==> config.mk <==
export PLATFORM = sky130hd
export DESIGN_NAME = wave_kernel_state
export DESIGN_NICKNAME = d
export VERILOG_FILES = /design/src/wave_state_pkg.sv /design/src/wave_kernel_state.sv
export SDC_FILE = /design/constraint.sdc
export NUM_CORES = 1
export LEC_CHECK = 0
export ABC_AREA = 1
export ABC_CLOCK_PERIOD_IN_PS = 3900
export BUFFER_PORTS_ARGS = -buffer_cell sky130_fd_sc_hd__buf_2
export CORE_AREA = 2 2 314 316
export DETAILED_ROUTE_END_ITERATION = 10
export DIE_AREA = 0 0 316 318
export MAX_ROUTING_LAYER = met4
export PLACE_DENSITY = 0.51
export SLEW_MARGIN = 20
export SYNTH_ARGS = -nofsm -noshare
export SYNTH_HDL_FRONTEND = slang
export SYNTH_SLANG_ARGS = --single-unit
==> constraint.sdc <==
create_clock -name sys_clk_i -period 3.9 [get_ports sys_clk_i]
set_input_delay 0.585 -clock sys_clk_i [delete_from_list [all_inputs] [get_ports sys_clk_i]]
set_output_delay 0.585 -clock sys_clk_i [all_outputs]
set_load 0.1 [all_outputs]
==> src/wave_state_pkg.sv <==
// ====================================================================
// Shared constants and carriers for the per-wave state block.
// ====================================================================
package wave_state_pkg;

	// Datapath widths.
	localparam int PC_W = 48;
	localparam int MASK_W = 64;
	localparam int HALF_W = 32;
	localparam int OPND_W = 64;
	localparam int SREG_W = 7;
	localparam int LEN_W = 4;
	localparam int ADDR_W = 8;
	localparam int DATA_W = 32;

	// Register byte offsets.
	localparam logic [ADDR_W-1:0] STATUS_OFS = 8'h00;
	localparam logic [ADDR_W-1:0] PC_LO_OFS = 8'h04;
	localparam logic [ADDR_W-1:0] PC_HI_OFS = 8'h08;
	localparam logic [ADDR_W-1:0] EXEC_LO_OFS = 8'h0C;
	localparam logic [ADDR_W-1:0] EXEC_HI_OFS = 8'h10;
	localparam logic [ADDR_W-1:0] COUNT_OFS = 8'h14;
	localparam logic [ADDR_W-1:0] VCC_LO_OFS = 8'h18;
	localparam logic [ADDR_W-1:0] VCC_HI_OFS = 8'h1C;

	// Status word field positions.
	localparam int SCC_BIT = 0;
	localparam int LPRIO_LSB = 1;
	localparam int PPRIO_LSB = 3;
	localparam int PRIVILEGE_BIT_BIT = 5;
	localparam int TRAP_PRESENT_BIT = 6;
	localparam int TRACE_BIT = 7;
	localparam int EXPORT_RDY_BIT = 8;
	localparam int EMZ_BIT = 9;
	localparam int VCZ_BIT = 10;
	localparam int MWG_BIT = 11;

	// Outstanding-operation counters: load, store, export, share/scalar.
	localparam int CNT_NUM = 4;
	localparam int CNT_W = 6;
	localparam logic [CNT_W-1:0] CNT_MAX [CNT_NUM] = '{6'h3F, 6'h3F, 6'h07, 6'h0F};
	localparam int CNT_LSB [CNT_NUM] = '{0, 8, 16, 24};

	// Reset values.
	localparam logic [PC_W-1:0] PC_RST = 48'h0;
	localparam logic [MASK_W-1:0] MASK_RST = 64'h0;
	localparam logic [DATA_W-1:0] RDATA_RST = 32'h0;

	typedef enum logic [2:0] {
		PC_STEP = 3'h0, PC_BRANCH = 3'h1, PC_GET = 3'h2, PC_SET = 3'h3,
		PC_SWAP = 3'h4, PC_TRAP = 3'h5, PC_RETURN = 3'h6
	} pc_op_t;

	typedef enum logic [2:0] {
		BR_ALWAYS = 3'h0, BR_EMZ = 3'h1, BR_EMNZ = 3'h2, BR_VCZ = 3'h3,
		BR_VCNZ = 3'h4, BR_SCC1 = 3'h5, BR_SCC0 = 3'h6
	} br_cond_t;

	typedef enum logic [1:0] {
		SCC_CARRY = 2'h0, SCC_COMPARE = 2'h1, SCC_LOGIC = 2'h2
	} scc_kind_t;

	typedef enum logic [2:0] {
		CLS_SCALAR = 3'h0, CLS_VALU = 3'h1, CLS_VALU_SCALAR_REGISTER = 3'h2,
		CLS_VMEM = 3'h3, CLS_SHARE = 3'h4, CLS_EXPORT = 3'h5
	} op_class_t;

	typedef enum logic [1:0] {
		EXP_RUN = 2'b01, EXP_SLEEP = 2'b10
	} exp_state_t;

	typedef struct packed {
		logic [PC_W-1:0] start_pc;
		logic [MASK_W-1:0] exec_init;
		logic [1:0] launcher_priority;
		logic trap_present;
		logic trace_enable;
		logic multi_wave_group;
		logic wave32;
	} wave_init_t;

	typedef struct packed {
		logic valid;
		pc_op_t op;
		br_cond_t cond;
		logic [LEN_W-1:0] len;
		logic [SREG_W-1:0] sreg;
		logic [OPND_W-1:0] operand;
	} pc_cmd_t;

	typedef struct packed {
		logic valid;
		scc_kind_t kind;
		logic value;
		logic [OPND_W-1:0] result;
	} scc_upd_t;

	typedef struct packed {
		logic valid;
		op_class_t cls;
	} issue_t;

endpackage : wave_state_pkg

==> src/wave_kernel_state.sv <==
`timescale 1ns/1ps
// ====================================================================
// Per-wave architectural state: pointer, enable mask, status, counters.
// ====================================================================
// Functional notes
// RQ1: Keep 48-bit byte address of next instruction.
// RQ2: Wave creation loads first program instruction address.
// RQ3: Get/set/swap use even-indexed scalar register pairs.
// RQ4: Branch, get, swap relative to following instruction.
// RQ5: Software trap saves its own address.
// RQ6: Each enable mask bit gates one thread.
// RQ7: Mask written by scalar writes and compares.
// RQ8: Mask gates vector, share, export; not scalar.
// RQ9: Mask-zero flag kept and testable by branches.
// RQ10: Wave32 ignores upper mask half for flag.
// RQ11: Zero mask skips vector ALU except scalar-writers.
// RQ12: Wave64 memory drops one half; wave32 never.
// RQ13: Status word read-only, initialised at creation.
// RQ14: Condition bit: carry, compare result, logic nonzero.
// RQ15: Launcher priority bits 2:1, program priority 4:3.
// RQ16: Privilege bit 5 only inside trap handler.
// RQ17: Trap-present bit 6; clear means no traps.
// RQ18: Trace bit 7; clear drops program trace data.
// RQ19: Export stalls, wave sleeping, until bit 8 set.
// RQ20: Bits 9-11 mirror mask-zero, cond-zero, group membership.
// RQ21: Two 6-bit pending load and store counters.
// RQ22: 3-bit pending export counter.
// RQ23: 4-bit pending share and scalar counter.
// RQ24: Wave32 ignores upper half of condition mask.
// RQ25: Counters count up, down, saturate, never wrap.
module wave_kernel_state (
	input wire logic sys_clk_i,
	input wire logic resetn_i,
	input wire logic clk_en_i,
	input wire logic create_i,
	input wire wave_state_pkg::wave_init_t init_i,
	input wire wave_state_pkg::pc_cmd_t pc_cmd_i,
	input wire logic [47:0] trap_handler_base_i,
	output logic pc_wr_valid_o,
	output logic [6:0] pc_wr_idx_o,
	output logic [63:0] pc_wr_data_o,
	output logic pc_cmd_err_o,
	output logic [47:0] instr_pointer_o,
	input wire logic cmpx_wr_i,
	input wire logic [63:0] cmpx_mask_i,
	input wire logic vcc_wr_i,
	input wire logic [63:0] vcc_i,
	input wire wave_state_pkg::scc_upd_t scc_i,
	input wire logic prio_wr_i,
	input wire logic [1:0] prio_i,
	input wire wave_state_pkg::issue_t issue_i,
	output logic iss_go_o,
	output logic [1:0] iss_pass_o,
	output logic [63:0] iss_lane_mask_o,
	output logic wave_sleep_o,
	input wire logic export_space_i,
	input wire logic trace_data_i,
	output logic trace_accept_o,
	input wire logic [3:0] cnt_inc_i,
	input wire logic [3:0] cnt_dec_i,
	output logic [63:0] exec_mask_o,
	output logic enable_mask_zero_flag_o,
	output logic vector_cond_zero_flag_o,
	output logic privilege_bit_o,
	input wire logic [7:0] reg_addr_i,
	input wire logic [31:0] reg_wdata_i,
	input wire logic reg_wr_i,
	input wire logic reg_rd_i,
	output logic [31:0] reg_rdata_o
);
	import wave_state_pkg::*;

	logic [PC_W-1:0] pc_q;
	logic [MASK_W-1:0] exec_q;
	logic [MASK_W-1:0] vcc_q;
	logic scc_q;
	logic [1:0] lprio_q;
	logic [1:0] pprio_q;
	logic privilege_bit_q;
	logic trap_present_q;
	logic trace_q;
	logic exp_rdy_q;
	logic mwg_q;
	logic wave32_q;
	exp_state_t exp_state_q;
	logic [CNT_W-1:0] cnt_q [CNT_NUM];
	logic [MASK_W-1:0] exec_eff;
	logic [MASK_W-1:0] vcc_eff;
	logic emz;
	logic vcz;
	logic [PC_W-1:0] next_pc;
	logic even_pair;
	logic br_taken;
	logic [DATA_W-1:0] status_word;
	logic go_d;
	logic [1:0] pass_d;
	logic [MASK_W-1:0] mask_d;
	logic exp_block;

	// ====================================================================
	// Effective masks and zero flags.
	// ====================================================================
	// A wave32 wave never sees stale upper-half bits, so flags stay honest.
	assign exec_eff = wave32_q ? {{HALF_W{1'b0}}, exec_q[HALF_W-1:0]} : exec_q; // RQ10
	assign vcc_eff = wave32_q ? {{HALF_W{1'b0}}, vcc_q[HALF_W-1:0]} : vcc_q; // RQ24
	assign emz = ~|exec_eff; // RQ9
	assign vcz = ~|vcc_eff;
	assign exec_mask_o = exec_q;
	assign enable_mask_zero_flag_o = emz;
	assign vector_cond_zero_flag_o = vcz;
	assign privilege_bit_o = privilege_bit_q;
	assign instr_pointer_o = pc_q;

	// ====================================================================
	// Instruction pointer.
	// ====================================================================
	// Address of the following instruction; every relative result uses it.
	assign next_pc = pc_q + PC_W'(pc_cmd_i.len); // RQ4
	assign even_pair = ~pc_cmd_i.sreg[0]; // RQ3

	// Branch condition select; the mask-zero flag is directly testable.
	always_comb begin
		case (pc_cmd_i.cond)
			BR_ALWAYS: br_taken = 1'b1;
			BR_EMZ: br_taken = emz; // RQ9
			BR_EMNZ: br_taken = ~emz;
			BR_VCZ: br_taken = vcz;
			BR_VCNZ: br_taken = ~vcz;
			BR_SCC1: br_taken = scc_q;
			BR_SCC0: br_taken = ~scc_q;
			default: br_taken = 1'b0;
		endcase
	end

	// Pointer and privilege move together so a handler entry is atomic.
	always_ff @(posedge sys_clk_i) begin
		if (!resetn_i) begin
			pc_q <= PC_RST;
			privilege_bit_q <= 1'b0;
		end else if (clk_en_i) begin
			if (create_i) begin
				pc_q <= init_i.start_pc; // RQ2
				privilege_bit_q <= 1'b0;
			end else if (pc_cmd_i.valid) begin
				case (pc_cmd_i.op)
					PC_STEP: pc_q <= next_pc; // RQ1
					PC_BRANCH: pc_q <= br_taken ? next_pc + pc_cmd_i.operand[PC_W-1:0] : next_pc; // RQ4
					PC_GET: pc_q <= next_pc;
					PC_SET, PC_SWAP: pc_q <= even_pair ? pc_cmd_i.operand[PC_W-1:0] : next_pc; // RQ3
					PC_TRAP: begin
						// Without a handler the trap only steps the pointer to the next instruction.
						if (trap_present_q) begin // RQ17
							pc_q <= trap_handler_base_i;
							privilege_bit_q <= 1'b1; // RQ16
						end else begin
							pc_q <= next_pc;
						end
					end
					PC_RETURN: begin
						pc_q <= pc_cmd_i.operand[PC_W-1:0];
						privilege_bit_q <= 1'b0; // RQ16
					end
					default: pc_q <= pc_q;
				endcase
			end
		end
	end

	// Pointer values written back to scalar register pairs.
	always_ff @(posedge sys_clk_i) begin
		if (!resetn_i) begin
			pc_wr_valid_o <= 1'b0;
			pc_wr_idx_o <= 7'h00;
			pc_wr_data_o <= 64'h0;
			pc_cmd_err_o <= 1'b0;
		end else if (clk_en_i) begin
			pc_wr_valid_o <= 1'b0;
			pc_cmd_err_o <= 1'b0;
			pc_wr_idx_o <= pc_cmd_i.sreg;
			if (pc_cmd_i.valid && !create_i) begin
				case (pc_cmd_i.op)
					PC_GET, PC_SWAP: begin
						pc_wr_valid_o <= even_pair; // RQ3
						pc_cmd_err_o <= ~even_pair;
						pc_wr_data_o <= {{(OPND_W-PC_W){1'b0}}, next_pc}; // RQ4
					end
					PC_SET: pc_cmd_err_o <= ~even_pair; // RQ3
					PC_TRAP: begin
						pc_wr_valid_o <= trap_present_q;
						pc_wr_data_o <= {{(OPND_W-PC_W){1'b0}}, pc_q}; // RQ5
					end
					default: pc_wr_valid_o <= 1'b0;
				endcase
			end
		end
	end

	// ====================================================================
	// Enable and condition masks.
	// ====================================================================
	// A compare result wins over a bus write in the same cycle.
	always_ff @(posedge sys_clk_i) begin
		if (!resetn_i) begin
			exec_q <= MASK_RST;
			vcc_q <= MASK_RST;
		end else if (clk_en_i) begin
			if (create_i) begin
				exec_q <= init_i.exec_init;
				vcc_q <= MASK_RST;
			end else begin
				if (cmpx_wr_i) begin
					exec_q <= cmpx_mask_i; // RQ7
				end else if (reg_wr_i && reg_addr_i == EXEC_LO_OFS) begin
					exec_q[HALF_W-1:0] <= reg_wdata_i; // RQ7
				end else if (reg_wr_i && reg_addr_i == EXEC_HI_OFS) begin
					exec_q[MASK_W-1:HALF_W] <= reg_wdata_i;
				end
				if (vcc_wr_i) begin
					vcc_q <= vcc_i;
				end
			end
		end
	end

	// ====================================================================
	// Status fields.
	// ====================================================================
	// Only creation and hardware events change these; the bus cannot.
	always_ff @(posedge sys_clk_i) begin
		if (!resetn_i) begin
			scc_q <= 1'b0;
			lprio_q <= 2'h0;
			pprio_q <= 2'h0;
			trap_present_q <= 1'b0;
			trace_q <= 1'b0;
			mwg_q <= 1'b0;
			wave32_q <= 1'b0;
		end else if (clk_en_i) begin
			if (create_i) begin
				scc_q <= 1'b0; // RQ13
				lprio_q <= init_i.launcher_priority; // RQ15
				pprio_q <= 2'h0;
				trap_present_q <= init_i.trap_present;
				trace_q <= init_i.trace_enable;
				mwg_q <= init_i.multi_wave_group;
				wave32_q <= init_i.wave32;
			end else begin
				if (prio_wr_i) begin
					pprio_q <= prio_i; // RQ15
				end
				if (scc_i.valid) begin
					case (scc_i.kind)
						SCC_CARRY, SCC_COMPARE: scc_q <= scc_i.value; // RQ14
						SCC_LOGIC: scc_q <= |scc_i.result; // RQ14
						default: scc_q <= scc_q;
					endcase
				end
			end
		end
	end

	// Program trace data is dropped while tracing is off.
	assign trace_accept_o = trace_data_i & trace_q; // RQ18

	// Read-only status word image.
	always_comb begin
		status_word = 32'h0;
		status_word[SCC_BIT] = scc_q;
		status_word[LPRIO_LSB +: 2] = lprio_q; // RQ15
		status_word[PPRIO_LSB +: 2] = pprio_q;
		status_word[PRIVILEGE_BIT_BIT] = privilege_bit_q; // RQ16
		status_word[TRAP_PRESENT_BIT] = trap_present_q; // RQ17
		status_word[TRACE_BIT] = trace_q; // RQ18
		status_word[EXPORT_RDY_BIT] = exp_rdy_q; // RQ19
		status_word[EMZ_BIT] = emz; // RQ20
		status_word[VCZ_BIT] = vcz;
		status_word[MWG_BIT] = mwg_q;
	end

	// ====================================================================
	// Issue gating and pass skipping.
	// ====================================================================
	// Scalar work is never masked; vector classes get the effective mask.
	always_comb begin
		go_d = 1'b1;
		pass_d = 2'b01;
		mask_d = {MASK_W{1'b1}}; // RQ8
		exp_block = 1'b0;
		case (issue_i.cls)
			CLS_SCALAR: go_d = 1'b1; // RQ8
			CLS_VALU: begin
				mask_d = exec_eff; // RQ6
				pass_d = wave32_q ? {1'b0, ~emz} : {|exec_q[MASK_W-1:HALF_W], |exec_q[HALF_W-1:0]};
				go_d = |pass_d; // RQ11
			end
			CLS_VALU_SCALAR_REGISTER: begin
				mask_d = exec_eff;
				pass_d = wave32_q ? 2'b01 : 2'b11; // RQ11
			end
			CLS_VMEM: begin
				mask_d = exec_eff;
				// Both halves empty still issues the low pass with no lanes.
				if (!wave32_q && (|exec_q[MASK_W-1:HALF_W] || |exec_q[HALF_W-1:0])) begin
					pass_d = {|exec_q[MASK_W-1:HALF_W], |exec_q[HALF_W-1:0]}; // RQ12
				end
			end
			CLS_SHARE: begin
				mask_d = exec_eff; // RQ8
				pass_d = wave32_q ? 2'b01 : 2'b11;
			end
			CLS_EXPORT: begin
				mask_d = exec_eff;
				pass_d = wave32_q ? 2'b01 : 2'b11;
				go_d = exp_rdy_q; // RQ19
				exp_block = ~exp_rdy_q;
			end
			default: go_d = 1'b0;
		endcase
	end

	// Export sleep: a blocked export is held here and released on space.
	always_ff @(posedge sys_clk_i) begin
		if (!resetn_i) begin
			exp_state_q <= EXP_RUN;
			exp_rdy_q <= 1'b0;
			iss_go_o <= 1'b0;
			iss_pass_o <= 2'b00;
			iss_lane_mask_o <= MASK_RST;
		end else if (clk_en_i) begin
			if (export_space_i) begin
				exp_rdy_q <= 1'b1; // RQ19
			end else if (create_i) begin
				exp_rdy_q <= 1'b0;
			end
			iss_go_o <= 1'b0;
			case (exp_state_q)
				EXP_RUN: begin
					if (issue_i.valid && !create_i) begin
						iss_go_o <= go_d;
						iss_pass_o <= pass_d;
						iss_lane_mask_o <= mask_d;
						if (exp_block) begin
							exp_state_q <= EXP_SLEEP; // RQ19
						end
					end
				end
				EXP_SLEEP: begin
					if (create_i) begin
						exp_state_q <= EXP_RUN;
					end else if (exp_rdy_q) begin
						iss_go_o <= 1'b1; // RQ19
						iss_pass_o <= wave32_q ? 2'b01 : 2'b11;
						iss_lane_mask_o <= exec_eff;
						exp_state_q <= EXP_RUN;
					end
				end
				default: exp_state_q <= EXP_RUN;
			endcase
		end
	end

	assign wave_sleep_o = (exp_state_q == EXP_SLEEP);

	// ====================================================================
	// Outstanding-operation counters.
	// ====================================================================
	// Saturation hides overflow; the sequencer must not over-issue.
	for (genvar g = 0; g < CNT_NUM; g++) begin : g_cnt
		always_ff @(posedge sys_clk_i) begin
			if (!resetn_i) begin
				cnt_q[g] <= '0;
			end else if (clk_en_i) begin
				if (create_i) begin
					cnt_q[g] <= '0;
				end else if (cnt_inc_i[g] && !cnt_dec_i[g] && cnt_q[g] != CNT_MAX[g]) begin
					cnt_q[g] <= cnt_q[g] + 6'h01; // RQ25
				end else if (cnt_dec_i[g] && !cnt_inc_i[g] && cnt_q[g] != 6'h00) begin
					cnt_q[g] <= cnt_q[g] - 6'h01; // RQ25
				end
			end
		end
		cnt_bound_a: assert property (@(posedge sys_clk_i) disable iff (!resetn_i) // RQ21
			cnt_q[g] <= CNT_MAX[g])
			else $error("pending counter above its maximum");
	end

	// ====================================================================
	// Register read port.
	// ====================================================================
	// Read data stands only in the cycle after the strobe.
	always_ff @(posedge sys_clk_i) begin
		if (!resetn_i) begin
			reg_rdata_o <= RDATA_RST;
		end else if (clk_en_i) begin
			reg_rdata_o <= RDATA_RST;
			if (reg_rd_i) begin
				case (reg_addr_i)
					STATUS_OFS: reg_rdata_o <= status_word; // RQ13
					PC_LO_OFS: reg_rdata_o <= pc_q[HALF_W-1:0];
					PC_HI_OFS: reg_rdata_o <= {{(MASK_W-PC_W){1'b0}}, pc_q[PC_W-1:HALF_W]};
					EXEC_LO_OFS: reg_rdata_o <= exec_q[HALF_W-1:0]; // RQ7
					EXEC_HI_OFS: reg_rdata_o <= exec_q[MASK_W-1:HALF_W];
					COUNT_OFS: begin
						reg_rdata_o[CNT_LSB[0] +: 6] <= cnt_q[0]; // RQ21
						reg_rdata_o[CNT_LSB[1] +: 6] <= cnt_q[1];
						reg_rdata_o[CNT_LSB[2] +: 3] <= cnt_q[2][2:0]; // RQ22
						reg_rdata_o[CNT_LSB[3] +: 4] <= cnt_q[3][3:0]; // RQ23
					end
					VCC_LO_OFS: reg_rdata_o <= vcc_q[HALF_W-1:0];
					VCC_HI_OFS: reg_rdata_o <= vcc_q[MASK_W-1:HALF_W];
					default: reg_rdata_o <= RDATA_RST;
				endcase
			end
		end
	end

	// ====================================================================
	// Checks.
	// ====================================================================
	step_advance_a: assert property (@(posedge sys_clk_i) disable iff (!resetn_i) // RQ1
		clk_en_i && !create_i && pc_cmd_i.valid && pc_cmd_i.op == PC_STEP
		|=> pc_q == $past(pc_q) + PC_W'($past(pc_cmd_i.len)))
		else $error("pointer did not advance by instruction length");

	create_load_a: assert property (@(posedge sys_clk_i) disable iff (!resetn_i) // RQ2
		clk_en_i && create_i |=> pc_q == $past(init_i.start_pc) && !privilege_bit_q)
		else $error("creation did not load start address");

	get_value_a: assert property (@(posedge sys_clk_i) disable iff (!resetn_i) // RQ4
		clk_en_i && !create_i && pc_cmd_i.valid && pc_cmd_i.op == PC_GET && !pc_cmd_i.sreg[0]
		|=> pc_wr_valid_o && pc_wr_data_o[PC_W-1:0] == pc_q && pc_wr_idx_o[0] == 1'b0)
		else $error("get returned wrong address");

	odd_pair_a: assert property (@(posedge sys_clk_i) disable iff (!resetn_i) // RQ3
		clk_en_i && !create_i && pc_cmd_i.valid && pc_cmd_i.sreg[0]
		&& (pc_cmd_i.op == PC_GET || pc_cmd_i.op == PC_SWAP) |=> !pc_wr_valid_o && pc_cmd_err_o)
		else $error("odd register pair accepted");

	trap_save_a: assert property (@(posedge sys_clk_i) disable iff (!resetn_i) // RQ5
		clk_en_i && !create_i && pc_cmd_i.valid && pc_cmd_i.op == PC_TRAP && trap_present_q
		|=> pc_wr_data_o[PC_W-1:0] == $past(pc_q) && privilege_bit_q && pc_q == $past(trap_handler_base_i))
		else $error("trap saved wrong address");

	no_trap_a: assert property (@(posedge sys_clk_i) disable iff (!resetn_i) // RQ17
		clk_en_i && !create_i && pc_cmd_i.valid && pc_cmd_i.op == PC_TRAP && !trap_present_q
		|=> !$rose(privilege_bit_q) && !pc_wr_valid_o)
		else $error("trap taken without handler");

	mask_zero_a: assert property (@(posedge sys_clk_i) disable iff (!resetn_i) // RQ10
		wave32_q |-> enable_mask_zero_flag_o == (exec_q[HALF_W-1:0] == 32'h0))
		else $error("wave32 mask-zero flag uses upper half");

	vmem_pass_a: assert property (@(posedge sys_clk_i) disable iff (!resetn_i) // RQ12
		clk_en_i && !create_i && exp_state_q == EXP_RUN && issue_i.valid && issue_i.cls == CLS_VMEM
		|=> iss_go_o && iss_pass_o != 2'b00 && (!$past(wave32_q) || iss_pass_o == 2'b01))
		else $error("memory instruction fully skipped");

	scalar_register_writer_a: assert property (@(posedge sys_clk_i) disable iff (!resetn_i) // RQ11
		clk_en_i && !create_i && exp_state_q == EXP_RUN && issue_i.valid
		&& issue_i.cls == CLS_VALU_SCALAR_REGISTER |=> iss_go_o)
		else $error("scalar-writing vector op skipped");

	scalar_ungated_a: assert property (@(posedge sys_clk_i) disable iff (!resetn_i) // RQ8
		clk_en_i && !create_i && exp_state_q == EXP_RUN && issue_i.valid && issue_i.cls == CLS_SCALAR
		|=> iss_go_o && &iss_lane_mask_o)
		else $error("scalar op gated by mask");

	export_stall_a: assert property (@(posedge sys_clk_i) disable iff (!resetn_i) // RQ19
		wave_sleep_o && !exp_rdy_q |-> !iss_go_o ##1 (wave_sleep_o || iss_go_o || $past(create_i)))
		else $error("export released without space");

	status_ro_a: assert property (@(posedge sys_clk_i) disable iff (!resetn_i) // RQ13
		clk_en_i && reg_wr_i && reg_addr_i == STATUS_OFS && !create_i && !scc_i.valid
		&& !prio_wr_i |=> lprio_q == $past(lprio_q) && trap_present_q == $past(trap_present_q))
		else $error("status word changed by bus write");

endmodule : wave_kernel_state

Yosys cells after proc, flatten, opt, wreduce, memory -nomap -nowiden

Memories as Yosys holds them, arrays and structs flattened.
Index checks and enable logic that the tools add are counted.

Bits in registers: 361
Memory bits (writable): 24
Output and inout port bits: 289
Memories kept: 1

Memories:

| name  | words | width | read ports | clocked after memory_dff | write ports | RTL line                | text |
|---|---|---|---|---|---|---|---|
| cnt_q | 4     | 6     | 4          | 0                        | 4           | wave_kernel_state.sv:86 | `logic [CNT_W-1:0] cnt_q [CNT_NUM];` |

Add/sub/neg operators: 10
Eq/ne operators: 39
Muxes and demuxes: 126
Bitwise logic cells: 16
Reductions and logical operators: 81

Operator list:

| cell                | count |
|---|---|
| $mux 64             | 10 |
| $pmux 64 s2         | 2 |
| $mux 48             | 5 |
| $pmux 48 s5         | 1 |
| $reduce_or 64->1    | 3 |
| $mux 32             | 4 |
| $pmux 6 s8          | 2 |
| $mux 6              | 12 |
| $reduce_or 32->1    | 2 |
| $mux 1              | 63 |
| $add 48x4->48       | 1 |
| $add 48x48->48      | 1 |
| $eq 8x5->1 const B  | 4 |
| $reduce_bool 6->1   | 5 |
| $pmux 5 s5          | 1 |
| $add 6x1->6 const B | 4 |
| $eq 3x3->1 const B  | 8 |
| $mux 2              | 12 |
| $pmux 4 s6          | 1 |
| $sub 6x1->6 const B | 4 |
| $logic_and 1x1->1   | 21 |
| $pmux 4 s5          | 1 |
| $eq 3x2->1 const B  | 6 |
| $pmux 3 s6          | 1 |
| 37 further kinds    | 98 |

Longest topological paths before layout

Gate-level depths: netlist (run 1).

Depth in word-level cells: 10
Depth in mapped cells: 31
Mapped depth without buffers: 31

Worst setup path before layout (run 1)

OpenSTA, ideal clock, no wires.

Kind: reg-to-reg
From: register pc_q[0], in the netlist instr_pointer_o[0]
To: register pc_q[43], in the netlist instr_pointer_o[43]
Library setup time: 0.132 ns
Data arrival time: 4.264 ns
Data required time: 3.768 ns
Slack: -0.496 ns
Stages on the path, launching flop included: 29
Path buffers: 0
Clock period less this slack: 4.396 ns
Cell sequence: dfxtp_1 > ha_1 > inv_1 > fa_1 > inv_1 > nand3_1 > nand2_1 > nand2_1 > nor2_1 > nand2_1 > nor2_1 > xor2_1 > inv_1 > ha_1 > nand2_1 > nor2_1 > inv_1 > nor2_1 > nand2_1 > nor2_1 > nand2_1 > nand3_1 > nand2_1 > nand2_1 > nand2_1 > nand3_1 > nand3_1 > nand2_1 > a21oi_1

Longest elaborated chain between the ends: 6

Ends and longest elaborated chain:

| item                     | RTL line                 | text |
|---|---|---|
| start: declaration       | wave_kernel_state.sv:73  | `logic [PC_W-1:0] pc_q;` |
| start signal: assignment | wave_kernel_state.sv:142 | `pc_q <= init_i.start_pc;` |
| start signal: assignment | wave_kernel_state.sv:146 | `PC_STEP: pc_q <= next_pc;` |
| start signal: assignment | wave_kernel_state.sv:147 | `PC_BRANCH: pc_q <= br_taken ? next_pc + pc_cmd_i.operand[PC_W-1:0] : next_pc;` |
| $add 48x4->48 *          | wave_kernel_state.sv:118 | `assign next_pc = pc_q + PC_W'(pc_cmd_i.len);` |
| $add 48x48->48           | wave_kernel_state.sv:147 |  |
| $mux 48                  | wave_kernel_state.sv:147 |  |
| $pmux 48 s5 *            | wave_kernel_state.sv:145 | `case (pc_cmd_i.op)` |
| $mux 48 *                | wave_kernel_state.sv:144 | `end else if (pc_cmd_i.valid) begin` |
| $mux 48 *                | wave_kernel_state.sv:141 | `if (create_i) begin` |

Every way passes the cells marked *; elsewhere a longest branch is shown, timed or not. The select of a mux whose other input is x is not followed.
A chain may end at the register's enable or synchronous reset.

Final worst setup path (run 1)

From: register pc_q[0], in the netlist instr_pointer_o[0]
To: register pc_q[45], in the netlist instr_pointer_o[45]

Same word-level chain as after synthesis.

==> out/summary.txt, run 1 <==
run status: completed
Pins Over Slew Limit: 0
# IOs: 798
Crit Reg-Reg Startpoint: instr_pointer_o[0]
Die Height: 318 microns
Crit Path Max Fanout: 4
die width: 316 microns
Max-Cap Viols: 0
total power: 14.6 mW
# clock sinks: 369
vias in the first global route: 31700
clk_skew: 33.7 ps
Hold Path Stages: 3
Worst Path Required: 4380 ps
area delta synth->final: 46.3%
most used flip-flop cell after synthesis: dfxtp_1
Switching Fraction: 0.420
setup TNS: 0 ps
CTS tree: done
Remaining DRCs: 0
worst slew pin tran: 1060 ps
Mapped Area: 0.0257 sq mm
count leader, synth: nand2_1
initial antenna violation count: 18
gpl congestion: 1.06
Antenna Nets Post-Route: 0
slew margin rel.: 0.286
DR iter-0 viols: 3624
Synth top area share: 0.269
Hold Path Origin: export_space_i
crit path DAT: 4300 ps
total track usage: 0.328
Max clock buf depth: 3
Endpoint, Worst Hold: exp_rdy_q
top cells by count, synth: nand2_1, a21oi_1, inv_1
CTS buffer count: 47
PortBufs: 765
CP max stage delay: 370 ps
Rows: 115
met1 Use GR: 0.432
fmax: 262 MHz
via count: 34700
CTS root buf: clkbuf_16
worst r2r path cells: 29
Final nets: 5861
First-pass DRT Iterations: 7
EDFF count, synth: 24
H-tree depth: 2
Leak: 18.0 nW
RR Endpoint: instr_pointer_o[45]
GR Layer Usage met2: 0.481
worst hold path type: in2reg
P_sw: 6.13 mW
share of cells above drive strength 1: 0.320
share of synthesized registers carrying an async set or reset: 0
Critical Path End Type: flip-flop
Avg Vias per Cell: 5.24
post-synthesis cell count: 4171
Flop pwr share: 0.292
CP max-delay cell: fa_2
minimum clock period: 3820 ps
internal power: 8.46 mW
maximum number of pins on one net before global-route repair: 85
Final Hold Fails: 0
power share of the combinational group: 0.380
Synth area leader: dfxtp_1
Hold Buf Count CTS: 0
core area: 0.0974 sq mm
Clk Latency, worst-skew pair: 660 ps
clock share of power: 0.328
distinct cell type count after synthesis: 52
met3 usage: 0.0507
GR peak layer: met2
first-pass GRT wire length: 230 mm
DP HPWL: 137 mm
Setup crit start kind: flip-flop
final setup violating endpoints: 0
Setup CP Type: reg2reg
register area share after synthesis: 0.297
final period utilization: 0.980
GRT overflow: 0
Initial Util: 0.263
synth top area cells: dfxtp_1, nand2_1, a21oi_1, o21ai_0, nand3_1
RSZ-0062 raised after global routing: true
worst vdd ir: 300 uV
Reg clk slew, reported paths: 70 ps
flop2flop setup slack: 80 ps
Avg Cell Area, Syn: 6.15 sq um
die area: 0.100 sq mm
Synth Register Bits: 369
Warnings, synthesis: 0
Most Frequent Cell on Critical Path: nand2_1
PwrDens: 389 mW/mm^2
DRT Wirelength: 168 mm
DR WL/cell: 25.4 microns
per-layer routing:
layer	routed length, microns	up-vias
met5	0	-
met4	10700	0
met3	13700	363
met2	71900	1841
met1	71900	16300
li1	-	16200
critical path: cells and delay by family (launching register included):
kind | cells | cell delay [ps]
AOI/OAI and AO/OA | 1 | 60
adders and majority gates | 3 | 790
buffers and inverters | 5 | 480
DFF | 1 | 360
and+or+nand+nor | 20 | 1940
metrics by stage:
step	std cells	instance area (sq um)	utilization	hold WS, ps	worst slack, ps
4_1_cts	6587	36400	0.373	132	-4.70
3_3_place_gp	6495	34200	0.351	450	-1070
6_report	6617	37500	0.385	159	77.0
5_1_grt	6615	37500	0.385	164	-109
3_5_place_dp	6495	34200	0.351	454	-951
2_1_floorplan	4186	25700	-	440	4.45
layout make-up:
type | instances | area (sq um)
inverter | 424 | 1600
multi-input combinational | 3150 | 17000
timing repair buffer | 1288 | 8020
tap | 1287 | 1610
sequential | 369 | 7640
clock buffer | 73 | 1480
antenna | 13 | 32.5
clock inverter | 13 | 191
fill | 10700 | 59900
state kept, by name (all words and copies together) (netlist names):
register,count
pc_wr_idx_o,7
pc_wr_valid_o,1
mwg_q,1
exp_rdy_q,1
trace_q,1
iss_pass_o,2
instr_pointer_o,48
pc_cmd_err_o,1
iss_lane_mask_o,64
lprio_q,2
exp_state_q,2
scc_q,1
wave32_q,1
privilege_bit_o,1
cnt_q,24
trap_present_q,1
pc_wr_data_o,48
iss_go_o,1
vcc_q,64
reg_rdata_o,32
pprio_q,2
exec_mask_o,64
power by group through the flow:
stage	Clock, mW	Combinational [mW]	Sequential, mW
finish	4.78	5.55	4.26
global route	4.98	5.84	4.28
CTS	4.84	5.26	4.25
detailed placement	0	5.16	4.33
global placement	0	5.17	4.33
floorplan	0	1.80	5.44
cells by family (layout without fill, tap and decap cells):
logic type	Yosys count	in the layout	share of synthesized area
AOI/OAI and AO/OA	1112	1112	0.237
xor gates and xnor gates	74	74	0.0253
adders and majority gates	72	72	0.0357
buffers and inverters	667	1798	0.103
DFF	369	369	0.297
other	1	29	0.000146
and+or+nand+nor	1876	1876	0.302
cells in the final DEF, fill, tap and decap left out, types with 28 or more instances in the layout:
cell type / Yosys / routed
ha_4: 0 / 28
a21oi_1: 520 / 490
nand4_1: 38 / 38
inv_1: 416 / 392
buf_2: 9 / 763
ha_1: 70 / 40
clkbuf_16: 0 / 50
a31oi_1: 69 / 69
o21ai_0: 351 / 345
xor2_1: 51 / 36
buf_4: 17 / 498
nor2_1: 368 / 298
nand2_2: 1 / 71
nand2_1: 1046 / 957
nor2_2: 0 / 46
dfxtp_1: 345 / 333
inv_2: 6 / 29
nand3_1: 327 / 307
nor3_1: 41 / 30
a22oi_1: 34 / 34
worst max path at each step:
stage / startpoint / to / slack (ps) / cells past startpoint
global placement: pc_cmd_i[71] / instr_pointer_o[28] / -1070 / 28
finish: instr_pointer_o[0] / instr_pointer_o[45] / 80 / 29
global route: instr_pointer_o[0] / instr_pointer_o[38] / -110 / 29
CTS: instr_pointer_o[0] / instr_pointer_o[46] / -5 / 28
floorplan: instr_pointer_o[14] / instr_pointer_o[38] / 4 / 21
detailed placement: pc_cmd_i[71] / instr_pointer_o[28] / -950 / 28
what timing repair did:
action	4_1_cts	5_1_grt
endpoints found under the hold margin	0	0
setup endpoints to repair	37	37
resized for setup	111	261
buffers inserted	6	17
pin swaps	22	74
(Power assumes the default switching activity.)
==> run 2: changes to the inputs <==
Settings changed: BUFFER_PORTS_ARGS -buffer_cell sky130_fd_sc_hd__buf_2 to not set, CORE_AREA 2 2 314 316 to not set, CORE_MARGIN set to 2, CORE_UTILIZATION set to 25, DIE_AREA 0 0 316 318 to not set, DONT_BUFFER_PORTS set to 1, PLACE_DENSITY 0.51 to 0.43.
==> out/summary.txt, run 2 (same netlist as run 1, synthesis figures left out) <==
Crit Path Max Fanout: 4
run status: completed
total track usage: 0.307
GR Layer Usage met2: 0.465
DR iter-0 viols: 3252
via count: 31500
CTS buffer count: 48
slew margin rel.: 0.249
minimum clock period: 3800 ps
met1 Use GR: 0.406
initial antenna violation count: 14
Critical Path End Type: flip-flop
share of cells above drive strength 1: 0.212
H-tree depth: 2
Avg Vias per Cell: 5.27
Setup CP Type: reg2reg
die width: 324 microns
CTS tree: done
Max-Cap Viols: 0
total power: 14.2 mW
fmax: 263 MHz
final period utilization: 0.975
Final nets: 5145
die area: 0.105 sq mm
Initial Util: 0.252
Remaining DRCs: 0
DRT Wirelength: 166 mm
Setup crit start kind: flip-flop
PwrDens: 417 mW/mm^2
footprint of the multi-input gates: 0.0169 sq mm
Antenna Nets Post-Route: 0
Max clock buf depth: 3
PortBufs: 0
worst vdd ir: 346 uV
area delta synth->final: 32.8%
final setup violating endpoints: 0
worst hold path type: in2reg
Pins Over Slew Limit: 0
post-layout util: 0.335
Storage cell area: 0.00766 sq mm
first-pass GRT wire length: 226 mm
Reg clk slew, reported paths: 60 ps
Hold Buf Count CTS: 0
Cell Area, Placed: 0.0307 sq mm
commonest non-fill, non-tap cell in the layout: nand2_1
most frequent cells in the layout: nand2_1, buf_4, a21oi_1, inv_1, o21ai_0
# IOs: 798
worst slew pin tran: 1120 ps
GRT overflow: 0
setup TNS: 0 ps
Rows: 117
core area: 0.102 sq mm
vias in the first global route: 29100
CTS root buf: clkbuf_16
final instance area: 0.0341 sq mm
Leak: 14.8 nW
DP HPWL: 133 mm
gpl congestion: 0.981
flop2flop setup slack: 100 ps
Fill cells: 11400
Clk Latency, worst-skew pair: 650 ps
Final Hold Fails: 0
maximum number of pins on one net before global-route repair: 212
DR WL/cell: 27.7 microns
clk_skew: 19.6 ps
# clock sinks: 369
Hold Slack: 78.9 ps
Die Height: 324 microns
GR peak layer: met2
met3 usage: 0.0550
Worst Path Required: 4430 ps
crit path DAT: 4330 ps
First-pass DRT Iterations: 6
run 2: cell count changes in the layout (fill, tap and decap cells not counted), moves of 7 or more:
cell / change
dfxtp_1: -8
a21oi_1: +9
nor2_1: +11
buf_4: +49
dfxtp_2: +7
nor2_2: -11
a21oi_2: -7
nand3_1: +9
nand3_2: -10
buf_2: -763
run 2: critical path, cell delays in order, from the launching register on:
cell	delay (ps)
dfxtp_4	350
ha_4	120
inv_1	50
fa_2	350
inv_2	60
nand3_2	80
nand2_4	110
nand2_4	70
buf_4	140
nor3_2	90
buf_4	200
xor2_1	80
buf_4	160
ha_4	300
nand2_2	100
nor2_2	180
nand2_1	180
nor2_2	150
buf_4	130
nand2_1	50
nand2_1	80
xnor2_1	150
buf_4	170
o21ai_0	70
nand2_1	170
a21oi_1	80
run 2: worst paths after layout:
kind / from / endpoint / depth (start not counted)
max: instr_pointer_o[0] / instr_pointer_o[26] / 25
min: pc_cmd_i[67] / pc_wr_idx_o[3] / 2
max reg2reg: instr_pointer_o[0] / instr_pointer_o[26] / 25
min reg2reg: exp_state_q[1] / exp_state_q[1] / 2
run 2: power by group:
group / internal [mW] / switching [mW] / leakage [nW]
logic: 1.42 / 3.07 / 10.9
clock network: 2.94 / 2.05 / 0.849
registers: 4.02 / 0.718 / 3.09
run 2: timing repair:
item	CTS	global route
setup buffers	7	17
resized for setup	89	252
pin swaps	25	70
setup endpoints to repair	37	37
endpoints found under the hold margin	0	0
cloned	0	0
run 2: through the flow:
step	worst slack (ps)	cells
2_1_floorplan	4.45	4186
3_3_place_gp	-628	5859
3_5_place_dp	-631	5859
4_1_cts	-6.71	5952
5_1_grt	-58.0	5981
6_report	99.2	5984
run 2: cell type report:
type	count	share of cell area
clock inverters	25	0.00973
diodes	15	0.00110
clock buffers	62	0.0410
inverters	424	0.0469
well taps	1368	0.0502
multi-input cells	3150	0.495
repair buffers	571	0.132
flip-flops and latches	369	0.225
run 2: metal layers:
| layer | share of wire | routed length, microns | vias to the layer above |
|---|---|---|---|
| met5 | 0 | 0 | - |
| met3 | 0.086 | 14300 | 223 |
| li1 | - | - | 14700 |
| met1 | 0.44 | 72200 | 15100 |
| met2 | 0.44 | 72700 | 1485 |
| met4 | 0.040 | 6640 | 0 |
